**src/include/page_stack_pkg.sv**
```systemverilog
package page_stack_pkg;

   // Register layout of the page stack
   localparam int page_width = 8;
   localparam logic [7:0] page_reset = 8'h00;
   localparam logic [7:0] bottom_empty = 8'h00;
   localparam logic [7:0] control_reset = 8'h01;
   localparam int enable_bit = 0;

   // Register selectors on the core's register port
   typedef enum logic [1:0] {
      sel_page,
      sel_middle,
      sel_bottom,
      sel_control
   } reg_sel_e;

   // Software register access from the core
   typedef struct packed {
      logic write;
      logic [1:0] sel;
      logic [7:0] wdata;
   } reg_access_s;

   // Interrupt entry and return strobes from the core
   typedef struct packed {
      logic entry;
      logic [7:0] entry_page;
      logic ret;
   } irq_event_s;

endpackage : page_stack_pkg

```
**src/rtl/register_page_context_stack.sv**
```systemverilog
`timescale 1ns/100ps
`default_nettype none

module register_page_context_stack (
   // Clock, reset, enable
   input wire logic clock,
   input wire logic rst,
   input wire logic clock_en,
   // Core register port
   input wire page_stack_pkg::reg_access_s reg_access,
   output logic [7:0] reg_rdata,
   // Core interrupt strobes
   input wire page_stack_pkg::irq_event_s irq_event,
   // Current page to the register decoder
   output logic [7:0] page_select_out,
   output logic auto_page_enable_out
);

   // Kinds of work the stack can do in one cycle
   typedef enum logic [1:0] {
      op_idle,
      op_push,
      op_pop,
      op_soft_write
   } stack_op_e;

   // Top of the stack: the page the core uses now
   logic [7:0] page_select;
   // Second level: page to restore on the next return
   logic [7:0] page_stack_middle;
   // Bottom level: deepest saved page, lost on a third push
   logic [7:0] page_stack_bottom;
   // Control bit that lets interrupts push and pop
   logic auto_page_enable;

   // Next values of the stack levels
   logic [7:0] next_page_select;
   logic [7:0] next_page_stack_middle;
   logic [7:0] next_page_stack_bottom;

   // Next value of the control bit
   logic next_auto_page_enable;

   // Next values of the registered outputs
   logic [7:0] next_reg_rdata;
   logic [7:0] next_page_select_out;
   logic next_auto_page_enable_out;

   // Work chosen for this cycle
   stack_op_e op;

   // Pick one kind of work per cycle
   // Entry beats return, and both beat a software write, so a
   // write that collides with a taken strobe is dropped. The core
   // never gives entry and return together, but if it did the
   // push wins and the return is lost with the write.
   function automatic stack_op_e decode_op(input logic entry,
                                           input logic ret,
                                           input logic write,
                                           input logic enable);
      decode_op = op_idle;
      if (enable && entry) begin
         decode_op = op_push;
      end else if (enable && ret) begin
         decode_op = op_pop;
      end else if (write) begin
         decode_op = op_soft_write;
      end
   endfunction : decode_op

   // Read value of a selected register
   // Reserved control bits are built from zero each time, so no
   // write can ever make them read back as one.
   function automatic logic [7:0] read_reg(input logic [1:0] sel,
                                           input logic [7:0] pg,
                                           input logic [7:0] mid,
                                           input logic [7:0] bot,
                                           input logic en);
      logic [7:0] ctl;
      ctl = '0;
      ctl[page_stack_pkg::enable_bit] = en;
      if (sel == page_stack_pkg::sel_page) begin
         read_reg = pg;
      end else if (sel == page_stack_pkg::sel_middle) begin
         read_reg = mid;
      end else if (sel == page_stack_pkg::sel_bottom) begin
         read_reg = bot;
      end else begin
         read_reg = ctl;
      end
   endfunction : read_reg

   // Decode of the strobes and the software write
   // Strobes are only honoured while automatic paging is on;
   // with it off the stack behaves as three plain registers.
   always_comb begin
      op = decode_op(irq_event.entry, irq_event.ret, reg_access.write,
                     auto_page_enable);
   end

   // Next stack levels for push, pop and software writes
   // A push moves every level down by one and drops the old
   // bottom; a pop moves every level up and fills the bottom
   // with the empty value, since nothing lies below it.
   always_comb begin
      next_page_select = page_select;
      next_page_stack_middle = page_stack_middle;
      next_page_stack_bottom = page_stack_bottom;
      case (op)
         op_push: begin
            next_page_select = irq_event.entry_page;
            next_page_stack_middle = page_select;
            next_page_stack_bottom = page_stack_middle;
         end
         op_pop: begin
            next_page_select = page_stack_middle;
            next_page_stack_middle = page_stack_bottom;
            next_page_stack_bottom = page_stack_pkg::bottom_empty;
         end
         op_soft_write: begin
            // Only the addressed level changes; nothing shifts
            if (reg_access.sel == page_stack_pkg::sel_page) begin
               next_page_select = reg_access.wdata;
            end else if (reg_access.sel == page_stack_pkg::sel_middle) begin
               next_page_stack_middle = reg_access.wdata;
            end else if (reg_access.sel == page_stack_pkg::sel_bottom) begin
               next_page_stack_bottom = reg_access.wdata;
            end
         end
         default: begin
            // Idle cycle: all levels hold
            next_page_select = page_select;
         end
      endcase
   end

   // Stack level registers
   always_ff @(posedge clock or posedge rst) begin
      if (rst) begin
         page_select <= page_stack_pkg::page_reset;
         page_stack_middle <= page_stack_pkg::page_reset;
         page_stack_bottom <= page_stack_pkg::bottom_empty;
      end else if (clock_en) begin
         page_select <= next_page_select;
         page_stack_middle <= next_page_stack_middle;
         page_stack_bottom <= next_page_stack_bottom;
      end
   end

   // Next control bit
   // Only bit 0 is stored; the other bits are never kept, so
   // writes to them vanish without a trace.
   always_comb begin
      next_auto_page_enable = auto_page_enable;
      if (op == op_soft_write && reg_access.sel == page_stack_pkg::sel_control) begin
         next_auto_page_enable = reg_access.wdata[page_stack_pkg::enable_bit];
      end
   end

   // Control bit register, enabled out of reset
   always_ff @(posedge clock or posedge rst) begin
      if (rst) begin
         auto_page_enable <= page_stack_pkg::control_reset[page_stack_pkg::enable_bit];
      end else if (clock_en) begin
         auto_page_enable <= next_auto_page_enable;
      end
   end

   // Next read data and output copies
   // Read data shows the register as it stands after this
   // cycle's update, so a read never returns a stale level.
   always_comb begin
      next_reg_rdata = read_reg(reg_access.sel, next_page_select, next_page_stack_middle,
                                next_page_stack_bottom, next_auto_page_enable);
      next_page_select_out = next_page_select;
      next_auto_page_enable_out = next_auto_page_enable;
   end

   // Output registers
   // Kept as separate flops so every output leaves a register
   // and the page decoder sees no combinational path.
   always_ff @(posedge clock or posedge rst) begin
      if (rst) begin
         reg_rdata <= '0;
         page_select_out <= page_stack_pkg::page_reset;
         auto_page_enable_out <= page_stack_pkg::control_reset[page_stack_pkg::enable_bit];
      end else if (clock_en) begin
         reg_rdata <= next_reg_rdata;
         page_select_out <= next_page_select_out;
         auto_page_enable_out <= next_auto_page_enable_out;
      end
   end

   // Limits a user must know:
   // - a third nested entry loses the oldest saved page for good;
   // - turning automatic paging off in a service routine also stops
   //   the pop on return, so the routine must restore its own page;
   // - a software write in the same cycle as a taken strobe is lost;
   // - while the clock enable is low, strobes and writes are ignored,
   //   not queued, so the core must hold them off in that time.

endmodule : register_page_context_stack

`default_nettype wire

```
**config.mk**
```make
export PLATFORM = sky130hd
export DESIGN_NAME = register_page_context_stack
export DESIGN_NICKNAME = d
export VERILOG_FILES = /design/src/include/page_stack_pkg.sv /design/src/rtl/register_page_context_stack.sv
export SDC_FILE = /design/constraint.sdc
export NUM_CORES = 1
export LEC_CHECK = 0
export ABC_CLOCK_PERIOD_IN_PS = 2130
export BUFFER_PORTS_ARGS = -buffer_cell sky130_fd_sc_hd__buf_2
export CORE_AREA = 2 2 69 71
export CTS_CLUSTER_DIAMETER = 200
export DETAILED_ROUTE_END_ITERATION = 6
export DIE_AREA = 0 0 71 73
export GPL_TIMING_DRIVEN = 1
export HOLD_SLACK_MARGIN = 0.1
export MAX_ROUTING_LAYER = met4
export PLACE_DENSITY = 0.82
export SYNTH_ARGS = -nofsm -noshare
export SYNTH_HDL_FRONTEND = slang
export SYNTH_SLANG_ARGS = --single-unit
```
**constraint.sdc**
```tcl
create_clock -name clock -period 2.13 [get_ports clock]
set_input_delay 0.213 -clock clock [delete_from_list [all_inputs] [get_ports clock]]
set_output_delay 0.213 -clock clock [all_outputs]
set_load 0.05 [all_outputs]
```
# Word level (Yosys, flattened, before mapping)
# Cells that the tools add are included.
dict set report totals {
  input_bits 24
  elab_cells 31
  regBits 33
  output_inout_bits 17
}
dict set report classes {
  eq_ne 6
  n_mux 16
  n_reduce_logical 4
}
# cell count
set op_table {}
lappend op_table {{8-bit two-way mux} 9}
lappend op_table {{8-bit case mux with 3 select lines} 3}
lappend op_table {{2-bit equality test, second input constant} 4}
lappend op_table {{2-bit two-way mux} 3}
lappend op_table {{2-bit by 1-bit equality test with 1-bit output, second input constant} 2}
lappend op_table {{1-bit logical AND} 3}
lappend op_table {{2-bit logical NOT} 1}
lappend op_table {{1-bit two-way mux} 1}

# Logic depth before layout (Yosys ltp)
# Gate-level depths: netlist of run 1.
dict set report depth {
  depth_word 9
  mapped_depth 7
  mapped_depth_nobuf 5
}

# Worst setup path after synthesis of run 1
# OpenSTA, ideal clock, no wires.
dict set report synth_path {
  path_kind {register -> register}
  startpoint {reg auto_page_enable_out (netlist name)}
  endpoint {reg reg_rdata[7]}
  required_time_ps 2008
  n_path_buf 1
  setup_slack_ps 252
  stages_incl_launch_ff 7
  t_arrival_ps 1756
  setup_time_ps 122
  cell_sequence {dfstp_2 buf_4 inv_2 o32ai_2 a21oi_1 o31a_1 a32o_1}
}
# item line
set synth_lines {}
lappend synth_lines {{end signal, assigned} register_page_context_stack.sv:188} ;# reg_rdata <= next_reg_rdata;
lappend synth_lines {{end, declared} register_page_context_stack.sv:11} ;# output logic [7:0] reg_rdata,

==> impl_metrics.py, run 1 <==
metrics = {
    "place": {
        "gp_congestion": 0.986,
        "post-dp-hpwl_mm": 4.96,
        "dp.cells": 368,
        "port_buffers": 40,
        "pre_cts_slack_ns": 0.299,
    },
    "layout": {
        "final_nets": 346,
        "layout-drive-gt1-share": 0.235,
        "multi_input_area_sq_mm": 0.00140,
        "final_cells": 377,
        "layout_common_cells": "nand2_1, buf_2, dfrtp_1, a21oi_1, o21ai_1",
        "fillers": 408,
        "mostFrequentLayoutCell": "nand2_1",
        "area_growth_pct": 14.6,
        "register_area_sq_um": 827,
        "diodes": 0,
        "final_util": 0.600,
    },
    "critical_path": {
        "max_stage_delay_ns": 0.66,
        "start_kind": "flop",
        "cp_max_fo": 11,
        "required_ns": 2.29,
        "end_kind": "flop",
        "worst_ep_arrival_time_ns": 2.04,
        "critical_path.cell_chain": "o21ai_4 -> and3_1 -> a221o_1 -> a31oi_1 -> a311oi_1",
        "critPathSlowestCell": "dfstp_2",
        "path_class": "flop to flop",
    },
    "global_route": {
        "grt_pass1_wl_mm": 11.8,
        "overflow": 0,
        "grt_usage": 0.301,
        "grt_max_degree": 34,
        "antenna_found_initial": 0,
        "grt_pass1_vias": 2364,
    },
    "cts": {
        "cts_buffers": 5,
        "clk_pin_slew_ns": 0.07,
        "clk_latency_ns": 0.29,
        "clock_path_buffers": 2,
        "cts-root-buf": "clkbuf_8",
        "post_cts_buffers": 0,
        "cts_tree": "done",
        "cts_num_sinks": 33,
        "cts_resized": 0,
        "ctsHtreeMaxLevel": 2,
    },
    "route": {
        "ant_nets": 0,
        "routed_wl_mm": 7.22,
        "routed_via_density": 6.44,
        "wl_per_cell_um": 19.1,
        "drt-initial-drc-count": 255,
        "vias": 2428,
        "dr.pass1.iters": 5,
        "drc": 0,
    },
    "run_status": {
        "status": "finished, final reports clean",
    },
    "yosys": {
        "ys_ff_latch": 33,
        "synth-warning-count": 0,
        "synth_cell_types": 57,
        "synth_area_sq_mm": 0.00237,
        "synth-edff-count": 0,
        "synthCells": 284,
        "synthFlopType": "dfrtp_1",
        "syn_area_per_cell_sq_um": 8.36,
        "ys_async_sr_fraction": 1.00,
        "synth_nets": 308,
        "yosysSeqAreaShare": 0.348,
    },
    "die": {
        "die_x_um": 71,
        "coreArea_sq_mm": 0.00454,
        "initial_core_util": 0.524,
        "rows": 25,
        "die-area_sq_mm": 0.00518,
        "ioPinCount": 41,
        "die_y_um": 73,
    },
    "sta": {
        "layout_setup_ws_ns": 0.252,
        "slew_viol_final": 0,
        "finClkSkew_ns": 0.00592,
        "max_slew_margin": 0.656,
        "worst_pin_slew_ns": 0.511,
        "setup_violations": 0,
        "fin_crit_sh": 0.882,
        "rsz0062_at_grt": "false",
        "finalWorstPathRequiredPeriod_ns": 1.88,
        "fmax_mhz": 532,
        "finalSetupTns_ns": 0,
        "hold_viol": 0,
        "whs_ns": 0.214,
    },
    "power": {
        "leakage_uw": 0.00123,
        "power_density_mw_per_mm2": 1060,
        "vdd.ir_drop.worst_mv": 0.501,
    },
    "flow_run": {
        "drv_cap": 0,
    },
    "min_path": {
        "hold_class": "primary input to flop",
    },
}
## area by class of cell
| type | instances | share of cell area |
|---|---|---|
| sequential | 33 | 0.304 |
| clock inverter | 1 | 0.00184 |
| inverter | 7 | 0.00966 |
| tap | 54 | 0.0248 |
| clock buffer | 7 | 0.0354 |
| timing repair buffer | 53 | 0.110 |
| multi-input combinational | 222 | 0.514 |
## cell families after synthesis
kind of cell | count (synthesis) | share of synthesized area
simple gates | 92 | 0.200
flops | 33 | 0.348
compound gates | 117 | 0.330
mux | 13 | 0.0595
buf+inv | 29 | 0.0627
## registers in the layout (all words and copies together), names as in the netlist
register,cells
auto_page_enable_out,1
page_stack_bottom,8
reg_rdata,8
page_stack_middle,8
page_select_out,8
## worst paths after layout
| path | slack [ns] | endpoint | cells past startpoint | startpoint |
|---|---|---|---|---|
| worst min-delay path | 0.21 | auto_page_enable_out | 2 | reg_access[0] |
| worst max-delay path | 0.25 | reg_rdata[6] | 5 | auto_page_enable_out |
| worst max register to register | 0.25 | reg_rdata[6] | 5 | auto_page_enable_out |
| min in group asynchronous | 0.57 | reg_rdata[2] | 4 | rst |
| worst min register to register | 0.49 | reg_rdata[2] | 1 | reg_rdata[2] |
| max in group asynchronous | 1.22 | auto_page_enable_out | 4 | rst |
## power breakdown
group | switching [uW] | internal [uW]
clock | 249 | 292
sequential | 218 | 829
combinational | 859 | 446
total | 1330 | 1570
## per-stage QoR
step | cell area [sq um] | total power, uW
6_report | 2720 | 2890
5_1_grt | 2720 | 3040
4_1_cts | 2720 | 2870
3_5_place_dp | 2610 | 2340
3_3_place_gp | 2610 | 2320
2_1_floorplan | 2370 | 1990
## repair_timing
action	CTS	global route
setup endpoints to repair	0	0
hold buffers	1	0
endpoints found under the hold margin	32	0
## cell usage after synthesis (6+ instances only)
master    count  area share
mux2i_1       7       0.030
nor2_1       14       0.022
dfrtp_1      32        0.34
nand2_1      42       0.066
a21oi_1      27       0.057
buf_2        11       0.023
o21ai_0      16       0.034
nand3b_1      6       0.019
a22oi_1      11       0.035
o21ai_1      19       0.040
## worst max-delay path: cells and delay by family (launching register included)
family | cells | cell delay (ns)
compound gates | 4 | 0.75
simple gates | 1 | 0.33
flops | 1 | 0.66
## metal layers
| metal | wire length, um | track usage | vias to the layer above |
|---|---|---|---|
| met5 | 0 | - | - |
| met4 | 238 | 0.130 | 0 |
| met3 | 569 | 0.0649 | 28 |
| met2 | 3380 | 0.469 | 126 |
| met1 | 3030 | 0.379 | 1142 |
| li1 | - | - | 1132 |
No activity file was read; power rests on OpenSTA's default activity.
==> inputs of run 2 (changes only) <==
--- a/config.mk
+++ b/config.mk
@@ -8,13 +8,13 @@
 export ABC_CLOCK_PERIOD_IN_PS = 2130
 export BUFFER_PORTS_ARGS = -buffer_cell sky130_fd_sc_hd__buf_2
 export CORE_AREA = 2 2 69 71
-export CTS_CLUSTER_DIAMETER = 200
+export CTS_CLUSTER_DIAMETER = 60
 export DETAILED_ROUTE_END_ITERATION = 6
 export DIE_AREA = 0 0 71 73
 export GPL_TIMING_DRIVEN = 1
 export HOLD_SLACK_MARGIN = 0.1
 export MAX_ROUTING_LAYER = met4
-export PLACE_DENSITY = 0.82
+export PLACE_DENSITY = 0.77
 export SYNTH_ARGS = -nofsm -noshare
 export SYNTH_HDL_FRONTEND = slang
 export SYNTH_SLANG_ARGS = --single-unit
==> impl_metrics.py, run 2 (synthesized netlist as in run 1, its figures left out) <==
metrics = {
    "die": {
        "die_x_um": 71,
        "initial_core_util": 0.524,
        "die-area_sq_mm": 0.00518,
        "rows": 25,
        "die_y_um": 73,
        "ioPinCount": 41,
        "coreArea_sq_mm": 0.00454,
    },
    "critical_path": {
        "start_kind": "flop",
        "required_ns": 2.30,
        "crit_start": "auto_page_enable_out",
        "cp_max_fo": 16,
        "reg2reg_slack_ns": 0.22,
        "reg2reg_depth": 5,
        "path_class": "flop to flop",
        "timing.rr.end": "reg_rdata[6]",
        "end_kind": "flop",
        "timing.rr.start": "auto_page_enable_out",
        "worst_ep_arrival_time_ns": 2.08,
    },
    "power": {
        "power_density_mw_per_mm2": 1090,
        "vdd.ir_drop.worst_mv": 0.595,
        "leakage_uw": 0.00123,
    },
    "place": {
        "port_buffers": 40,
        "gp_congestion": 0.975,
        "pre_cts_slack_ns": 0.239,
        "place_area_sq_mm": 0.00260,
        "post-dp-hpwl_mm": 4.90,
    },
    "cts": {
        "cts_tree": "done",
        "clk_pin_slew_ns": 0.08,
        "ctsHtreeMaxLevel": 2,
        "clock_path_buffers": 2,
        "cts-root-buf": "clkbuf_8",
        "clk_latency_ns": 0.30,
        "cts_buffers": 5,
        "cts_num_sinks": 33,
    },
    "layout": {
        "register_area_sq_um": 827,
        "area_growth_pct": 14.9,
        "mostFrequentLayoutCell": "nand2_1",
        "design_area_sq_mm": 0.00273,
        "layout-drive-gt1-share": 0.230,
        "final_nets": 345,
        "final_util": 0.602,
        "layout_common_cells": "nand2_1, buf_2, dfrtp_1, a21oi_1, o21ai_1",
        "multi_input_area_sq_mm": 0.00140,
        "fillers": 399,
        "diodes": 0,
    },
    "sta": {
        "hold_viol": 0,
        "slew_viol_final": 0,
        "layout_setup_ws_ns": 0.216,
        "max_slew_margin": 0.661,
        "rsz0062_at_grt": "false",
        "finalSetupTns_ns": 0,
        "finClkSkew_ns": 0.0128,
        "setup_violations": 0,
        "fin_crit_sh": 0.899,
        "fmax_mhz": 522,
        "worst_pin_slew_ns": 0.505,
        "finalWorstPathRequiredPeriod_ns": 1.91,
    },
    "global_route": {
        "grt_pass1_wl_mm": 11.3,
        "antenna_found_initial": 0,
        "grt_max_degree": 34,
        "overflow": 0,
        "grt_usage": 0.288,
        "grt_pass1_vias": 2201,
    },
    "route": {
        "routed_via_density": 6.53,
        "ant_nets": 0,
        "routed_wl_mm": 7.05,
        "drt-initial-drc-count": 354,
        "dr.pass1.iters": 6,
        "vias": 2457,
        "wl_per_cell_um": 18.7,
        "drc": 0,
    },
    "min_path": {
        "hold_start": "reg_access[0]",
        "holdPathEnd": "auto_page_enable_out",
        "hold_class": "primary input to flop",
        "hold_depth": 2,
    },
    "run_status": {
        "status": "finished, final reports clean",
    },
    "flow_run": {
        "drv_cap": 0,
    },
}
run 2: how the worst max path moves through the flow:
stage	cells past startpoint	endpoint
6_report	5	reg_rdata[6]
5_1_grt	5	reg_rdata[6]
4_1_cts	5	reg_rdata[6]
3_5_place_dp	5	reg_rdata[6]
3_3_place_gp	5	reg_rdata[6]
2_1_floorplan	6	reg_rdata[7]
run 2: layout make-up:
cell class / instances / area share
repair buffers: 52 / 0.107
inverters: 7 / 0.00963
multi-input cells: 222 / 0.513
well taps: 54 / 0.0248
clock inverters: 1 / 0.0110
clock buffers: 7 / 0.0316
flip-flops and latches: 33 / 0.303
run 2: timing repair:
action                                 CTS  global route
hold buffers                             1             0
gates resized for setup                  0             0
endpoints found under the hold margin   32             0
setup buffers                            0             0
run 2: report_power, final:
part           internal [uW]  total [uW]  switching, uW
registers                829        1050            221
clock network            382         629            247
logic                    449        1300            855
run 2: per-layer routing:
| metal | vias up | global-route usage | wire (um) |
|---|---|---|---|
| met5 | - | - | 0 |
| met4 | 0 | 0.111 | 113 |
| met3 | 17 | 0.0622 | 679 |
| met2 | 165 | 0.434 | 3280 |
| met1 | 1145 | 0.381 | 2970 |
| li1 | 1130 | - | - |
run 2: per-stage QoR:
stage               power, uW  cells  hold WS, ns
floorplan                1990    284        0.341
global route             3140    376        0.213
global placement         2320    367        0.325
detailed placement       2330    367        0.328
finish                   2980    376        0.218
CTS                      2960    376        0.209
run 2: worst max-delay path: stages, from the launching register on:
cell,delay (ns)
dfstp_2,0.71
o21ai_4,0.15
and3_1,0.31
a221o_1,0.38
a31oi_1,0.18
a311oi_1,0.06
